File: config.mk
export PLATFORM = sky130hd
export DESIGN_NAME = distance_report_receiver_flat
export DESIGN_NICKNAME = d
export VERILOG_FILES = /design/src/shared/frame_pkg.sv /design/src/shared/frame_link_if.sv /design/src/rtl/distance_report_receiver.sv /design/src/flat_wrapper.sv
export SDC_FILE = /design/constraint.sdc
export NUM_CORES = 1
export LEC_CHECK = 0
export ABC_AREA = 1
export BUFFER_PORTS_ARGS = -buffer_cell sky130_fd_sc_hd__buf_2
export CELL_PAD_IN_SITES_DETAIL_PLACEMENT = 0
export CELL_PAD_IN_SITES_GLOBAL_PLACEMENT = 2
export CORE_MARGIN = 10
export CORE_UTILIZATION = 30
export CTS_CLUSTER_DIAMETER = 40
export DETAILED_ROUTE_END_ITERATION = 10
export GPL_TIMING_DRIVEN = 0
export PLACE_DENSITY = 0.74
export SYNTH_ARGS = -nofsm -noshare
export SYNTH_HDL_FRONTEND = slang
export SYNTH_SLANG_ARGS = --single-unit
File: constraint.sdc
create_clock -name ref_clk -period 2.7 [get_ports ref_clk]
set_clock_uncertainty 0.05 [all_clocks]
set_input_delay 0 -clock ref_clk [delete_from_list [all_inputs] [get_ports ref_clk]]
set_output_delay 0 -clock ref_clk [all_outputs]
set_load 0.05 [all_outputs]
File: src/shared/frame_pkg.sv
// Purpose: Shared constants for the distance report framer and its receiver
// Assumes: Byte-wide link with valid and ready, one clock domain
// Notes: Checksum is the reflected 16-bit form of x^16+x^15+x^2+1

package frame_pkg;

    // ==========================================================
    // Framing symbols
    localparam logic [7:0] SOF_BYTE = 8'h7E;
    localparam logic [7:0] EOF_BYTE = 8'h7F;
    localparam logic [7:0] ESC_BYTE = 8'h7D;
    localparam logic [7:0] ESC_XOR = 8'h20;
    localparam logic [7:0] TYPE_DIST = 8'h00;

    // ==========================================================
    // Packet layout (unstuffed): type + 16 data bytes, then checksum
    localparam logic [4:0] BODY_LEN = 5'h11;
    localparam logic [4:0] LAST_IDX = 5'h12;
    localparam logic [4:0] RX_LEN = 5'h13;
    localparam logic [4:0] RX_OVER = 5'h14;
    localparam logic [4:0] PKT_LEN = 5'h15;
    localparam logic [7:0] SPECIAL_LO = 8'h7D;
    localparam logic [7:0] SPECIAL_HI = 8'h7F;

    // Field positions inside the 19-byte receive shift register
    localparam int F_TYPE = 144;
    localparam int F_SRC = 128;
    localparam int F_DST = 112;
    localparam int F_ANT = 104;
    localparam int F_DIST = 72;
    localparam int F_VEL = 40;
    localparam int F_LVL = 32;
    localparam int F_ERR = 24;
    localparam int F_STAT = 16;
    localparam int F_CRC = 0;

    // ==========================================================
    // Checksum
    localparam logic [15:0] CRC_POLY_REFL = 16'hA001;
    localparam logic [15:0] CRC_INIT = 16'h0000;

    // ==========================================================
    // Error and range codes
    localparam logic [7:0] ERR_NONE = 8'h00;
    localparam logic [7:0] STAT_INSIDE = 8'h00;
    localparam logic [7:0] STAT_OUTSIDE = 8'h01;
    localparam logic [31:0] RANGE_120M_MM = 32'h0001_D4C0;
    localparam logic [31:0] RANGE_500M_MM = 32'h0007_A120;

    // ==========================================================
    // Receiver registers (APB byte offsets)
    localparam logic [7:0] OFS_CTRL = 8'h00;
    localparam logic [7:0] OFS_STAT = 8'h04;
    localparam logic [7:0] OFS_MASK = 8'h08;
    localparam logic [7:0] OFS_SRC = 8'h0C;
    localparam logic [7:0] OFS_DST = 8'h10;
    localparam logic [7:0] OFS_DIST = 8'h14;
    localparam logic [7:0] OFS_VEL = 8'h18;
    localparam logic [7:0] OFS_MISC = 8'h1C;
    localparam logic [7:0] OFS_LEVEL = 8'h20;
    localparam logic [7:0] OFS_ADDR_INFO = 8'h24;
    localparam logic [31:0] CTRL_RESET = 32'h0000_0001;
    localparam logic [4:0] MASK_RESET = 5'h00;

    // Event bits of status and mask
    localparam int EV_OK = 0;
    localparam int EV_CRC = 1;
    localparam int EV_LEN = 2;
    localparam int EV_ABORT = 3;
    localparam int EV_MEAS = 4;

    // One checksum step over one original byte
    function automatic logic [15:0] crc_step(input logic [15:0] c, input logic [7:0] b);
        logic [15:0] r;
        r = c ^ {8'h00, b};
        for (int k = 0; k < 8; k++) begin
            r = r[0] ? ((r >> 1) ^ CRC_POLY_REFL) : (r >> 1);
        end
        return r;
    endfunction

endpackage

File: src/shared/frame_link_if.sv
// Purpose: Byte link between the framer and the receiving controller
// Assumes: A byte moves on a clock edge where valid, ready and clk_en are all high
// Notes: No clocking block; the bench joins both ends

`timescale 1ns/100ps

interface frame_link_if;
    logic [7:0] data;
    logic valid;
    logic ready;

    modport dev (output data, output valid, input ready);
    modport host (input data, input valid, output ready);
endinterface : frame_link_if

File: src/rtl/distance_report_receiver.sv
// Purpose: Unstuffs, checks and stores distance reports for software
// Assumes: ref_clk at 200 MHz, rst_n asynchronous active low, APB slave
// Notes: One level interrupt from sticky write-one-to-clear status
//
// The implementer's own choices: the APB register port and the register offsets.

`timescale 1ns/100ps

module distance_report_receiver (
    input wire logic ref_clk,
    input wire logic rst_n,
    input wire logic clk_en,
    input wire logic [7:0] paddr,
    input wire logic psel,
    input wire logic penable,
    input wire logic pwrite,
    input wire logic [31:0] pwdata,
    output logic [31:0] prdata,
    output logic pready,
    output logic pslverr,
    output logic irq,
    frame_link_if.host link
);

    // ==========================================================
    // State and storage
    typedef enum logic [2:0] {
        R_HUNT = 3'h1,
        R_BODY = 3'h2,
        R_ESC = 3'h4
    } rx_state_t;

    rx_state_t state_ff;
    logic [151:0] shift_ff;
    logic [4:0] cnt_ff;
    logic [15:0] crc_ff;
    logic rdy_ff;
    logic [4:0] ev;
    logic [4:0] stat_ff;
    logic [4:0] mask_ff;
    logic [31:0] ctrl_ff;
    logic [15:0] src_ff;
    logic [15:0] dst_ff;
    logic [31:0] dist_ff;
    logic [31:0] vel_ff;
    logic [31:0] misc_ff;
    logic [31:0] prdata_ff;
    logic pready_ff;
    logic pslverr_ff;
    logic irq_ff;
    logic take;
    logic [7:0] orig;
    logic apb_setup;
    logic apb_wr;
    logic [31:0] rd_mux;
    logic rd_hit;

    assign link.ready = rdy_ff;
    assign prdata = prdata_ff;
    assign pready = pready_ff;
    assign pslverr = pslverr_ff;
    assign irq = irq_ff;
    assign take = clk_en && link.valid && rdy_ff;
    assign orig = (state_ff == R_ESC) ? (link.data ^ frame_pkg::ESC_XOR) : link.data;

    // ==========================================================
    // Unstuffing and checking
    always_ff @(posedge ref_clk or negedge rst_n) begin
        if (!rst_n) begin
            state_ff <= R_HUNT;
            cnt_ff <= 5'h00;
            crc_ff <= frame_pkg::CRC_INIT;
            shift_ff <= '0;
            ev <= 5'h00;
        end else if (clk_en) begin
            ev <= 5'h00;
            if (take) begin
                if (link.data == frame_pkg::SOF_BYTE) begin
                    ev[frame_pkg::EV_ABORT] <= (state_ff != R_HUNT);
                    state_ff <= R_BODY;
                    cnt_ff <= 5'h00;
                    crc_ff <= frame_pkg::CRC_INIT;
                end else if (state_ff == R_HUNT) begin
                    state_ff <= R_HUNT;
                end else if (link.data == frame_pkg::EOF_BYTE) begin
                    state_ff <= R_HUNT;
                    if (cnt_ff != frame_pkg::RX_LEN || state_ff == R_ESC ||
                        shift_ff[frame_pkg::F_TYPE +: 8] != frame_pkg::TYPE_DIST) begin
                        ev[frame_pkg::EV_LEN] <= 1'b1;
                    end else if (crc_ff != shift_ff[frame_pkg::F_CRC +: 16]) begin
                        ev[frame_pkg::EV_CRC] <= 1'b1;
                    end else begin
                        ev[frame_pkg::EV_OK] <= 1'b1;
                        ev[frame_pkg::EV_MEAS] <=
                            shift_ff[frame_pkg::F_ERR +: 8] != frame_pkg::ERR_NONE;
                    end
                end else if (link.data == frame_pkg::ESC_BYTE && state_ff == R_BODY) begin
                    state_ff <= R_ESC;
                end else begin
                    state_ff <= R_BODY;
                    if (cnt_ff < frame_pkg::RX_LEN) begin
                        shift_ff <= {shift_ff[143:0], orig};
                        cnt_ff <= cnt_ff + 5'h01;
                        if (cnt_ff < frame_pkg::BODY_LEN) begin
                            crc_ff <= frame_pkg::crc_step(crc_ff, orig);
                        end
                    end else begin
                        cnt_ff <= frame_pkg::RX_OVER;
                    end
                end
            end
        end
    end

    // ==========================================================
    // Result registers, updated only by good packets
    always_ff @(posedge ref_clk or negedge rst_n) begin
        if (!rst_n) begin
            src_ff <= 16'h0000;
            dst_ff <= 16'h0000;
            dist_ff <= 32'h0000_0000;
            vel_ff <= 32'h0000_0000;
            misc_ff <= 32'h0000_0000;
        end else if (clk_en && ev[frame_pkg::EV_OK]) begin
            src_ff <= shift_ff[frame_pkg::F_SRC +: 16];
            dst_ff <= shift_ff[frame_pkg::F_DST +: 16];
            dist_ff <= shift_ff[frame_pkg::F_DIST +: 32];
            vel_ff <= shift_ff[frame_pkg::F_VEL +: 32];
            misc_ff <= {shift_ff[frame_pkg::F_ANT +: 8], shift_ff[frame_pkg::F_LVL +: 8],
                        shift_ff[frame_pkg::F_ERR +: 8], shift_ff[frame_pkg::F_STAT +: 8]};
        end
    end

    // ==========================================================
    // APB slave
    assign apb_setup = psel && !penable;
    assign apb_wr = clk_en && psel && penable && pready_ff && pwrite;

    always_comb begin
        rd_hit = 1'b1;
        case (paddr)
            frame_pkg::OFS_CTRL: rd_mux = ctrl_ff;
            frame_pkg::OFS_STAT: rd_mux = {27'h000_0000, stat_ff};
            frame_pkg::OFS_MASK: rd_mux = {27'h000_0000, mask_ff};
            frame_pkg::OFS_SRC: rd_mux = {16'h0000, src_ff};
            frame_pkg::OFS_DST: rd_mux = {16'h0000, dst_ff};
            frame_pkg::OFS_DIST: rd_mux = dist_ff;
            frame_pkg::OFS_VEL: rd_mux = vel_ff;
            frame_pkg::OFS_MISC: rd_mux = misc_ff;
            frame_pkg::OFS_LEVEL: rd_mux = {{24{misc_ff[23]}}, misc_ff[23:16]};
            frame_pkg::OFS_ADDR_INFO: rd_mux = {dst_ff[0], dst_ff[10:1], dst_ff[15:11],
                                                src_ff[0], src_ff[10:1], src_ff[15:11]};
            default: begin
                rd_mux = 32'h0000_0000;
                rd_hit = 1'b0;
            end
        endcase
    end

    always_ff @(posedge ref_clk or negedge rst_n) begin
        if (!rst_n) begin
            pready_ff <= 1'b0;
            prdata_ff <= 32'h0000_0000;
            pslverr_ff <= 1'b0;
        end else if (clk_en) begin
            pready_ff <= apb_setup;
            if (apb_setup) begin
                prdata_ff <= pwrite ? 32'h0000_0000 : rd_mux;
                pslverr_ff <= !rd_hit;
            end
        end
    end

    always_ff @(posedge ref_clk or negedge rst_n) begin
        if (!rst_n) begin
            ctrl_ff <= frame_pkg::CTRL_RESET;
            mask_ff <= frame_pkg::MASK_RESET;
        end else if (apb_wr && paddr == frame_pkg::OFS_CTRL) begin
            ctrl_ff <= {31'h0000_0000, pwdata[0]};
        end else if (apb_wr && paddr == frame_pkg::OFS_MASK) begin
            mask_ff <= pwdata[4:0];
        end
    end

    // ==========================================================
    // Interrupt status, set wins over clear
    always_ff @(posedge ref_clk or negedge rst_n) begin
        if (!rst_n) begin
            stat_ff <= 5'h00;
            irq_ff <= 1'b0;
            rdy_ff <= 1'b0;
        end else if (clk_en) begin
            stat_ff <= (stat_ff & ~((apb_wr && paddr == frame_pkg::OFS_STAT) ? pwdata[4:0]
                                                                              : 5'h00)) | ev;
            irq_ff <= |(stat_ff & mask_ff);
            rdy_ff <= ctrl_ff[0];
        end
    end

endmodule // distance_report_receiver

File: src/flat_wrapper.sv
// flat-port wrapper written by rule: the top's interface ports become plain ports
module distance_report_receiver_flat 
  (ref_clk, rst_n, clk_en, paddr, psel, penable, pwrite, pwdata, prdata, pready, pslverr, irq, link_data, link_valid, link_ready);
  frame_link_if link_i ();
  input wire logic ref_clk;
  input wire logic rst_n;
  input wire logic clk_en;
  input wire logic [7:0] paddr;
  input wire logic psel;
  input wire logic penable;
  input wire logic pwrite;
  input wire logic [31:0] pwdata;
  output logic [31:0] prdata;
  output logic pready;
  output logic pslverr;
  output logic irq;
  input wire logic [$bits(link_i.data)-1:0] link_data;
  input wire logic [$bits(link_i.valid)-1:0] link_valid;
  output wire logic [$bits(link_i.ready)-1:0] link_ready;
  assign link_i.data = link_data;
  assign link_i.valid = link_valid;
  assign link_ready = link_i.ready;
  distance_report_receiver u_core (.ref_clk(ref_clk), .rst_n(rst_n), .clk_en(clk_en), .paddr(paddr), .psel(psel), .penable(penable), .pwrite(pwrite), .pwdata(pwdata), .prdata(prdata), .pready(pready), .pslverr(pslverr), .irq(irq), .link(link_i));
endmodule
Word-level counts from Yosys, hierarchy flattened --
Index checks and enable logic that the tools add are counted.
Word-level totals: input port bits 55, word-level logic and storage cells 132, flip-flop bits (word level) 356, output and inout port bits 36
Operators by class: multiplexer cells 42, magnitude comparators 2, bitwise gates (word level) 19, equal/unequal tests 21, $add $sub $neg 1, reduce and logical (&&, ||, !) cells 29
Operator list (number):
- one-hot mux 32 bit (10 select lines) | 1
- two-way mux 16 bit | 14
- two-way mux 5 bit | 7
- equality test 8 x 5 -> 1 bit (second input constant) | 4
- two-way mux 32 bit | 1
- equality test 8 x 7 -> 1 bit (second input constant) | 3
- inverter 2 -> 3 bit | 8
- two-way mux 3 bit | 7
- equality test 8 x 4 -> 1 bit (second input constant) | 2
- equality test 8 x 6 -> 1 bit (second input constant) | 2
- != test 16 bit | 1
- nonzero test 8 bit | 2
- XOR 16 x 8 -> 16 bit | 1
- AND reduction 7 bit | 2
- logical AND 1 bit | 12
- AND 5 bit | 2
- less-than comparator 5 bit (second input constant) | 2
- two-way mux 1 bit | 10
- OR reduction 10 bit | 1
- equality test 8 x 3 -> 1 bit (second input constant) | 1
- logical NOT 8 bit | 1
- two-way mux 6 bit | 1
- != test 2 x 1 -> 1 bit (second input constant) | 3
- inverter 1 bit | 6
- other kinds (15) | 20

Depth between registers and ports, before layout --
Gate-level depths: netlist of the first run.
depth in word-level cells 25, gate-level depth with buffers 14, gate-level depth less buffers 14

Worst setup path before layout of the first run --
Ideal clock, no wire load.
path type register -> register, start register u_core.rdy_ff (netlist: u_core.link.ready), end register u_core.shift_ff[64], buffers on the path 2, setup time 126 ps, arrival time 1777 ps, stages on the path, launching flop included 10, setup slack 747 ps, required time 2524 ps, period minus slack after synthesis 1953 ps, path through dfrtp_1 nand3_2 inv_1 nand3_1 o21ai_2 nand2_4 nor2_8 buf_4 buf_2 o21ai_0
Between the ends: word-level cells in the longest chain between the ends 2
RTL lines:
- start, declared | RTL line distance_report_receiver.sv:37 | logic rdy_ff;
- start signal, assigned | RTL line distance_report_receiver.sv:196 | rdy_ff <= ctrl_ff[0];
- logical AND 1 bit | RTL line distance_report_receiver.sv:63 | assign take = clk_en && link.valid && rdy_ff;
- AND reduction 7 bit (no source line)
- end signal, assigned | RTL line distance_report_receiver.sv:102 | shift_ff <= {shift_ff[143:0], orig};
- end, declared | RTL line distance_report_receiver.sv:34 | logic [151:0] shift_ff;
Every way passes these cells. A chain may end at the register's enable or synchronous reset.

Worst setup path after layout of the first run --
start input port paddr[2], end register u_core.prdata_ff[0] (netlist: u_core.prdata[0])
Between the ends: word-level cells in the longest chain between the ends 3, elaborated cells between the ends (all ways) 12, those cells by class eq/ne: 9; mux: 2; reduce/logical: 1
RTL lines:
- start, declared | RTL line flat_wrapper.sv:8 | input wire logic [7:0] paddr;
- equality test 8 x 6 -> 1 bit (tied with other cells) | RTL line distance_report_receiver.sv:141 | case (paddr)
- one-hot mux 32 bit (10 select lines) (*) | RTL line distance_report_receiver.sv:141
- two-way mux 32 bit (*) | RTL line distance_report_receiver.sv:168 | prdata_ff <= pwrite ? 32'h0000_0000 : rd_mux;
- end signal, assigned | RTL line distance_report_receiver.sv:168
- end, declared | RTL line distance_report_receiver.sv:47 | logic [31:0] prdata_ff;
Every way passes the cells marked *; elsewhere a longest branch is shown, timed or not.

==> out/qor.yml, run 1 <==
critical_path:
  sort_of_element_at_the_end_of_the_critical_path: "flop"
  r2r-end: "u_core.ev[4]$_DFFE_PN0P_"
  timing_worst_setup_path_type: "in -> reg"
  timing.critical_path.required_ns: 3.12
  cp_data_arrival_time_ns: 2.86
  crit-reg2reg-launch: "u_core.crc_ff[3]$_DFFE_PN0P_"
  cp_max_fo: 10
  crit_path_start_kind: "input port"
  reg2reg_slack_ns: 0.31
  worst_r2r_path_depth: 10
synth:
  synth-seq-cells: 356
  synth_largest_area_cell: "sky130_fd_sc_hd__dfrtp_1"
  synth_flop_cell: "sky130_fd_sc_hd__dfrtp_1"
  synth_cell_type_count: 49
  synth.area.top_cells: "sky130_fd_sc_hd__dfrtp_1 (58%), sky130_fd_sc_hd__nand2_1 (12%), sky130_fd_sc_hd__o21ai_0 (9.8%), sky130_fd_sc_hd__inv_1 (5.7%), sky130_fd_sc_hd__o21ai_1 (1.8%)"
  synthesis.area_sq_um: 15300
  postSynth.asyncResetShare_pct: 100
  proportion_of_synthesized_chip_area_in_sequential_cells_pct: 58.4
  postSynthNetCount: 1783
  syn-mean-instance-area_sq_um: 8.84
  synth.yosys.warnings: 0
  yosysMostFrequentCell: "sky130_fd_sc_hd__nand2_1"
  share_of_the_synthesized_area_in_the_top_cell_type_pct: 58.0
  synthesis.instances: 1727
  netlist_top_cells_count: "sky130_fd_sc_hd__nand2_1 (471), sky130_fd_sc_hd__dfrtp_1 (354), sky130_fd_sc_hd__o21ai_0 (298)"
  synth_edf_count: 0
finish:
  layout_cell_area_excl_fill_sq_um: 18600
  n_antenna_cell: 0
  final_nets: 1934
  final_cell_count_no_fill: 2592
  drive_above_1_share_pct: 11.2
  flow.area_growth_from_synthesis_pct: 21.9
global_route:
  first_pass_grt_wire_length_mm: 80.9
  grt_util_all_layers_pct: 17.6
  first_global_vias: 13100
  grt_max_degree: 114
  gr-total-overflow: 0
  antenna_found_initial: 2
placed_design:
  io_buffers: 61
  dpl_cell_area_sq_um: 16500
  place.detailed.instances: 2463
  globalplace.congestion: 0.941
  detailedPlacementHpwl_mm: 39.0
clock_network:
  cts_h_tree_depth: 2
  cts_tree: "built"
  clock_tree.root_cell: "sky130_fd_sc_hd__clkbuf_16"
  cts_max_path_buffers: 3
  cts-buffers-inserted: 55
  clock_insertion_delay_worst_skew_ns: 0.61
  cts.reportedPaths.clkPinSlew_ns: 0.05
  clock-sinks: 356
  ctsResizeCount: 0
  postCtsSetupRepairBufs: 0
status:
  run_status: "finished clean"
pwr:
  max-vdd-ir-drop_mv: 0.562
  static-leakage-power_nw: 8.86
  power-per-cell-area_nw_per_um2: 717
floorplan:
  boundaryPins: 91
  start_util_pct: 30.4
  fp.dieW_um: 246
  die_y_extent_um: 246
  rows: 82
  floorplan.die_area_sq_um: 60300
  core_sq_um: 50300
timing:
  totalNegativeSetupSlack_ns: 0
  worst-slew-pin-transition_ns: 0.901
  rsz_0062_raised_after_global_routing: "no"
  whs_ns: 0.0496
  period_minus_slack_ns: 2.44
  achievable-frequency_mhz: 410
  final-hold-violation-count: 0
  finalCritPeriodShare_pct: 90.2
  finish_stage_setup_viols: 0
  pins_over_their_slew_limit: 0
  slew-limit-headroom_pct: 39.8
worst_hold_path:
  hp-start: "paddr[4]"
  hold_class: "in -> reg"
  timing.hold.worst_path_depth: 4
  whs_endpoint: "u_core.mask_ff[0]$_DFFE_PN0P_"
route:
  first_iter_violations: 1027
  dr.pass1.iters: 5
  wl_per_cell_um: 20.3
  dr_total_vias: 12600
  drcViolationCount: 0
  avgViaCountPerCell: 4.87
  totalWireLength_mm: 52.7
  final_antenna_net_count: 0
run:
  drv.max_cap_violation_count: 0
==> sequential cells by signal, indices dropped and copies added, names as in the netlist, 5 cells and up <==
signal,flops
u_core.dst_ff,16
u_core.cnt_ff,5
u_core.src_ff,16
u_core.mask_ff,5
u_core.prdata,32
u_core.crc_ff,16
u_core.vel_ff,32
u_core.misc_ff,32
u_core.dist_ff,32
u_core.stat_ff,5
u_core.ev,5
u_core.shift_ff,152
==> stage by stage <==
step	power, mW	setup WS [ns]	util [%]
3_5_place_dp	6.53	-0.0388	32.8
3_3_place_gp	6.51	-5.61	32.6
6_report	13.3	0.264	37.0
2_1_floorplan	6.18	0.747	-
4_1_cts	13.5	0.111	37.0
5_1_grt	13.9	0.0355	37.0
==> logic make-up after synthesis <==
kind of cell	count (synthesis)	share of synthesized area, %
xor+xnor	23	1.32
flops	356	58.4
compound gates	445	16.1
simple gates	583	15.7
fa+ha+maj	1	0.0820
buf+inv	319	8.43
==> cells in the final DEF (no fill, tap or decap), types with 13 or more instances in the layout <==
master                          count
sky130_fd_sc_hd__dlygate4sd3_1     29
sky130_fd_sc_hd__a221oi_1          13
sky130_fd_sc_hd__nand3_1           41
sky130_fd_sc_hd__o21ai_1           55
sky130_fd_sc_hd__clkbuf_1          51
sky130_fd_sc_hd__a211oi_1          14
sky130_fd_sc_hd__inv_1            230
sky130_fd_sc_hd__nand4_1           15
sky130_fd_sc_hd__clkbuf_16         55
sky130_fd_sc_hd__nand2_1          471
sky130_fd_sc_hd__xor2_1            14
sky130_fd_sc_hd__a21oi_1           16
sky130_fd_sc_hd__buf_2             88
sky130_fd_sc_hd__dfrtp_1          354
sky130_fd_sc_hd__nor2_1            27
sky130_fd_sc_hd__o21ai_0          298
sky130_fd_sc_hd__o22ai_1           17
==> report_power, final <==
group          internal (mW)  leakage [nW]  switching [mW]
clock network           4.24         0.865            2.63
registers               5.58          4.33           0.168
logic                  0.236          3.67           0.483
total                   10.1          8.86            3.28
==> area by class of cell <==
class | instances | area, sq um
Timing Repair Buffer | 94 | 716
Inverter | 236 | 886
Multi-Input combinational cell | 1052 | 5070
Fill cell | 5243 | 31700
Clock buffer | 74 | 1520
Clock inverter | 25 | 272
Tap cell | 672 | 841
Buffer | 83 | 400
Sequential cell | 356 | 8910
==> worst max path at each step <==
stage                     slack [ns]                         endpoint                     startpoint
after floorplan                 0.75  u_core.shift_ff[64]$_DFFE_PN0P_  u_core.link.ready$_DFFE_PN0P_
after global placement         -5.61     u_core.crc_ff[3]$_DFFE_PN0P_                          rst_n
after detailed placement       -0.04    u_core.prdata[10]$_DFFE_PN0P_                       paddr[7]
after CTS                       0.11    u_core.prdata[10]$_DFFE_PN0P_                       paddr[2]
after global routing            0.04    u_core.prdata[10]$_DFFE_PN0P_                       paddr[2]
final                           0.26     u_core.prdata[0]$_DFFE_PN0P_                       paddr[2]
==> layer usage <==
layer | up-vias | wire [um] | track usage [%]
met5 | - | 10 | 0
met4 | 2 | 1110 | 5.05
met3 | 70 | 3070 | 3.27
met2 | 337 | 23800 | 26.9
met1 | 6316 | 24700 | 24.8
li1 | 5905 | - | -
==> worst max-delay path: stages <==
cell and delay (ns):
sky130_fd_sc_hd__dlygate4sd3_1 0.53, sky130_fd_sc_hd__buf_2 0.14, sky130_fd_sc_hd__inv_1 0.09, sky130_fd_sc_hd__nor3_2 0.07, sky130_fd_sc_hd__nand2_1 0.40, sky130_fd_sc_hd__inv_1 0.22
sky130_fd_sc_hd__buf_2 0.26, sky130_fd_sc_hd__nand2_1 0.12, sky130_fd_sc_hd__o21ai_0 0.09, sky130_fd_sc_hd__a221oi_1 0.60, sky130_fd_sc_hd__nand2_1 0.15, sky130_fd_sc_hd__nand3_1 0.13
sky130_fd_sc_hd__nand2_1 0.06
==> timing repair <==
item | in CTS | in global routing
setup endpoints to repair | 0 | 0
endpoints found under the hold margin | 330 | 0
hold buffers | 30 | 0
Power figures use the tool's default switching activity.
==> run 2, diff against run 1 <==
Settings changed: BUFFER_PORTS_ARGS -buffer_cell sky130_fd_sc_hd__buf_2 to -buffer_cell sky130_fd_sc_hd__clkbuf_2.
Clock period 2.7 ns to 3 ns, I/O delays scaled along.
==> run 2 against run 1 <==
Compared with the run above:
- final cell count grew 0.50%
- non-clock buffer count grew 3
- register-to-register slack is essentially flat
- cell area grew 1.4%
- clock power is essentially flat
- critical path depth shrank 4
- utilization grew 0.50 points
- sequential power shrank 9.9%
- count of clock-buffer cells in the layout shrank 5
- critical path type unchanged
==> out/qor.yml, run 2 (synthesis gave the netlist of run 1 again) <==
worst_hold_path:
  hold_class: "in -> reg"
  timing.hold.worst_path_depth: 7
route:
  wl_per_cell_um: 20.3
  first_iter_violations: 977
  dr.pass1.iters: 5
  drcViolationCount: 0
  avgViaCountPerCell: 4.85
  dr_total_vias: 12600
  final_antenna_net_count: 0
  totalWireLength_mm: 53.0
floorplan:
  fp.dieW_um: 246
  core_sq_um: 50300
  floorplan.die_area_sq_um: 60300
  boundaryPins: 91
  rows: 82
  die_y_extent_um: 246
  start_util_pct: 30.4
finish:
  final_nets: 1941
  post-route-util_pct: 37.5
  most_common_cell_after_layout_fill_and_taps_aside: "sky130_fd_sc_hd__nand2_1"
  n_fill_cell: 5231
  flow.area_growth_from_synthesis_pct: 23.6
  layout_cell_area_excl_fill_sq_um: 18900
  largest_register: "u_core.shift_ff"
  largest_register_ffs: 152
  drive_above_1_share_pct: 12.1
  n_antenna_cell: 0
  most_frequent_cells_in_the_layout: "sky130_fd_sc_hd__nand2_1 (471), sky130_fd_sc_hd__dfrtp_1 (354), sky130_fd_sc_hd__o21ai_0 (298), sky130_fd_sc_hd__inv_1 (230), sky130_fd_sc_hd__clkbuf_2 (61)"
clock_network:
  clock-sinks: 356
  cts_max_path_buffers: 3
  postCtsSetupRepairBufs: 0
  clock_tree.root_cell: "sky130_fd_sc_hd__clkbuf_16"
  ctsResizeCount: 0
  cts_tree: "built"
  cts_h_tree_depth: 2
  clock_insertion_delay_worst_skew_ns: 0.62
  cts.reportedPaths.clkPinSlew_ns: 0.05
  cts-buffers-inserted: 59
critical_path:
  crit_family: "compound AO/OA/AOI/OAI gates"
  crit_path_cell_count: 9
  timing.critical_path.required_ns: 3.39
  cp_max_fo: 10
  critical_path.most_common_cell: "sky130_fd_sc_hd__inv_1"
  sort_of_element_at_the_end_of_the_critical_path: "flop"
  worst_path_largest_cell_delay_ns: 1.14
  worst-path-buf-inv: 5
  worst_r2r_path_depth: 7
  crit_path_cell_trace: "dlygate4sd3_1 > clkbuf_2 > inv_1 > nor3_2 > nand2_1 > inv_1 > buf_2 > a2111oi_0 > o21ai_0"
  cp_data_arrival_time_ns: 3.07
  crit_path_start_kind: "input port"
  crit_path_slowest_cell: "sky130_fd_sc_hd__a2111oi_0"
  timing_worst_setup_path_type: "in -> reg"
timing:
  worst-slew-pin-transition_ns: 1.28
  whs_ns: 0.0628
  finalWorstSetupSlack_ns: 0.317
  achievable-frequency_mhz: 373
  period_minus_slack_ns: 2.68
  slew-limit-headroom_pct: 12.4
  finalCritPeriodShare_pct: 89.4
  pins_over_their_slew_limit: 0
  final-hold-violation-count: 0
  finish_stage_setup_viols: 0
  rsz_0062_raised_after_global_routing: "no"
run:
  drv.max_cap_violation_count: 0
global_route:
  first_pass_grt_wire_length_mm: 80.7
  grt_util_all_layers_pct: 17.6
  first_global_vias: 12900
  antenna_found_initial: 2
  grt_max_degree: 110
  gr-total-overflow: 0
pwr:
  clockPowerShare_pct: 54.0
  static-leakage-power_nw: 8.94
  power_report.internal_total_mw: 9.51
  total_switching_power_mw: 3.15
  power_frac_comb_pct: 5.1
  max-vdd-ir-drop_mv: 0.441
  netSwitchingFraction_pct: 24.9
  power-per-cell-area_nw_per_um2: 671
  seqPwrFrac_pct: 40.9
placed_design:
  globalplace.congestion: 0.931
  detailedPlacementHpwl_mm: 39.0
  dpl_cell_area_sq_um: 16500
  io_buffers: 61
  dp_slack_ns: 0.307
status:
  run_status: "finished clean"
run 2: cell count changes in the layout (fill, tap and decap cells not counted), moves of 2 or more:
cell	delta
sky130_fd_sc_hd__buf_2	-60
sky130_fd_sc_hd__bufinv_16	+2
sky130_fd_sc_hd__clkbuf_1	-9
sky130_fd_sc_hd__clkbuf_16	+5
sky130_fd_sc_hd__clkbuf_2	+60
sky130_fd_sc_hd__clkinv_4	+6
sky130_fd_sc_hd__clkinvlp_4	+5
sky130_fd_sc_hd__dlygate4sd3_1	+3
sky130_fd_sc_hd__inv_6	+2
sky130_fd_sc_hd__inv_8	+2
run 2: routing by layer:
layer	up-vias	GRT usage (%)	share of wire (%)
met4	2	6.12	2.7
met1	6264	24.3	46
li1	5948	-	-
met3	85	3.84	6.1
met2	327	26.8	45
met5	-	0	0.028
run 2: path summary, 6_finish.rpt:
| path | slack (ns) | to | from |
|---|---|---|---|
| worst max-delay path | 0.32 | u_core.prdata[10]$_DFFE_PN0P_ | paddr[2] |
| worst min-delay path | 0.06 | u_core.prdata[3]$_DFFE_PN0P_ | paddr[3] |
| worst max register to register | 0.32 | u_core.mask_ff[2]$_DFFE_PN0P_ | u_core.pready$_DFFE_PN0P_ |
| worst min register to register | 0.43 | u_core.shift_ff[52]$_DFFE_PN0P_ | u_core.shift_ff[44]$_DFFE_PN0P_ |
| max in group asynchronous | 1.30 | u_core.crc_ff[5]$_DFFE_PN0P_ | rst_n |
| min in group asynchronous | 0.46 | u_core.prdata[26]$_DFFE_PN0P_ | rst_n |
run 2: final cells by class:
type                    instances  area [sq um]  area share [%]
flip-flops and latches        356          8910            47.2
multi-input cells            1052          5060            26.9
clock buffers                  69          1600            8.46
inverters                     236           886            4.70
well taps                     672           841            4.46
repair buffers                 97           737            3.91
clock inverters                40           427            2.26
plain buffers                  83           400            2.12
run 2: power by group through the flow:
stage	Combinational [mW]	Sequential, mW	Clock [mW]
after CTS	0.661	5.17	6.95
final	0.645	5.18	6.84
after global routing	0.747	5.20	7.19
after global placement	0.605	5.26	0
after floorplan	0.351	5.21	0
after detailed placement	0.628	5.25	0
run 2: tightest hold or removal path, cell delays in order:
cell and delay, ns:
sky130_fd_sc_hd__clkbuf_2 0.12, sky130_fd_sc_hd__nor3_2 0.09, sky130_fd_sc_hd__nand3_1 0.07, sky130_fd_sc_hd__o21ai_0 0.08, sky130_fd_sc_hd__a21oi_1 0.11, sky130_fd_sc_hd__and3_1 0.15
sky130_fd_sc_hd__o21ai_0 0.06
run 2: timing repair:
action                                 CTS  global route
endpoints found under the hold margin  302             0
hold buffers                            33             0
setup endpoints to repair                0             0
run 2: per-stage QoR:
step / TNS, ns / cells / power, mW
2_1_floorplan: 0 / 1727 / 5.56
3_3_place_gp: -2196.60 / 2460 / 5.86
3_5_place_dp: 0 / 2463 / 5.88
4_1_cts: 0 / 2605 / 12.8
5_1_grt: 0 / 2605 / 13.1
6_report: 0 / 2605 / 12.7
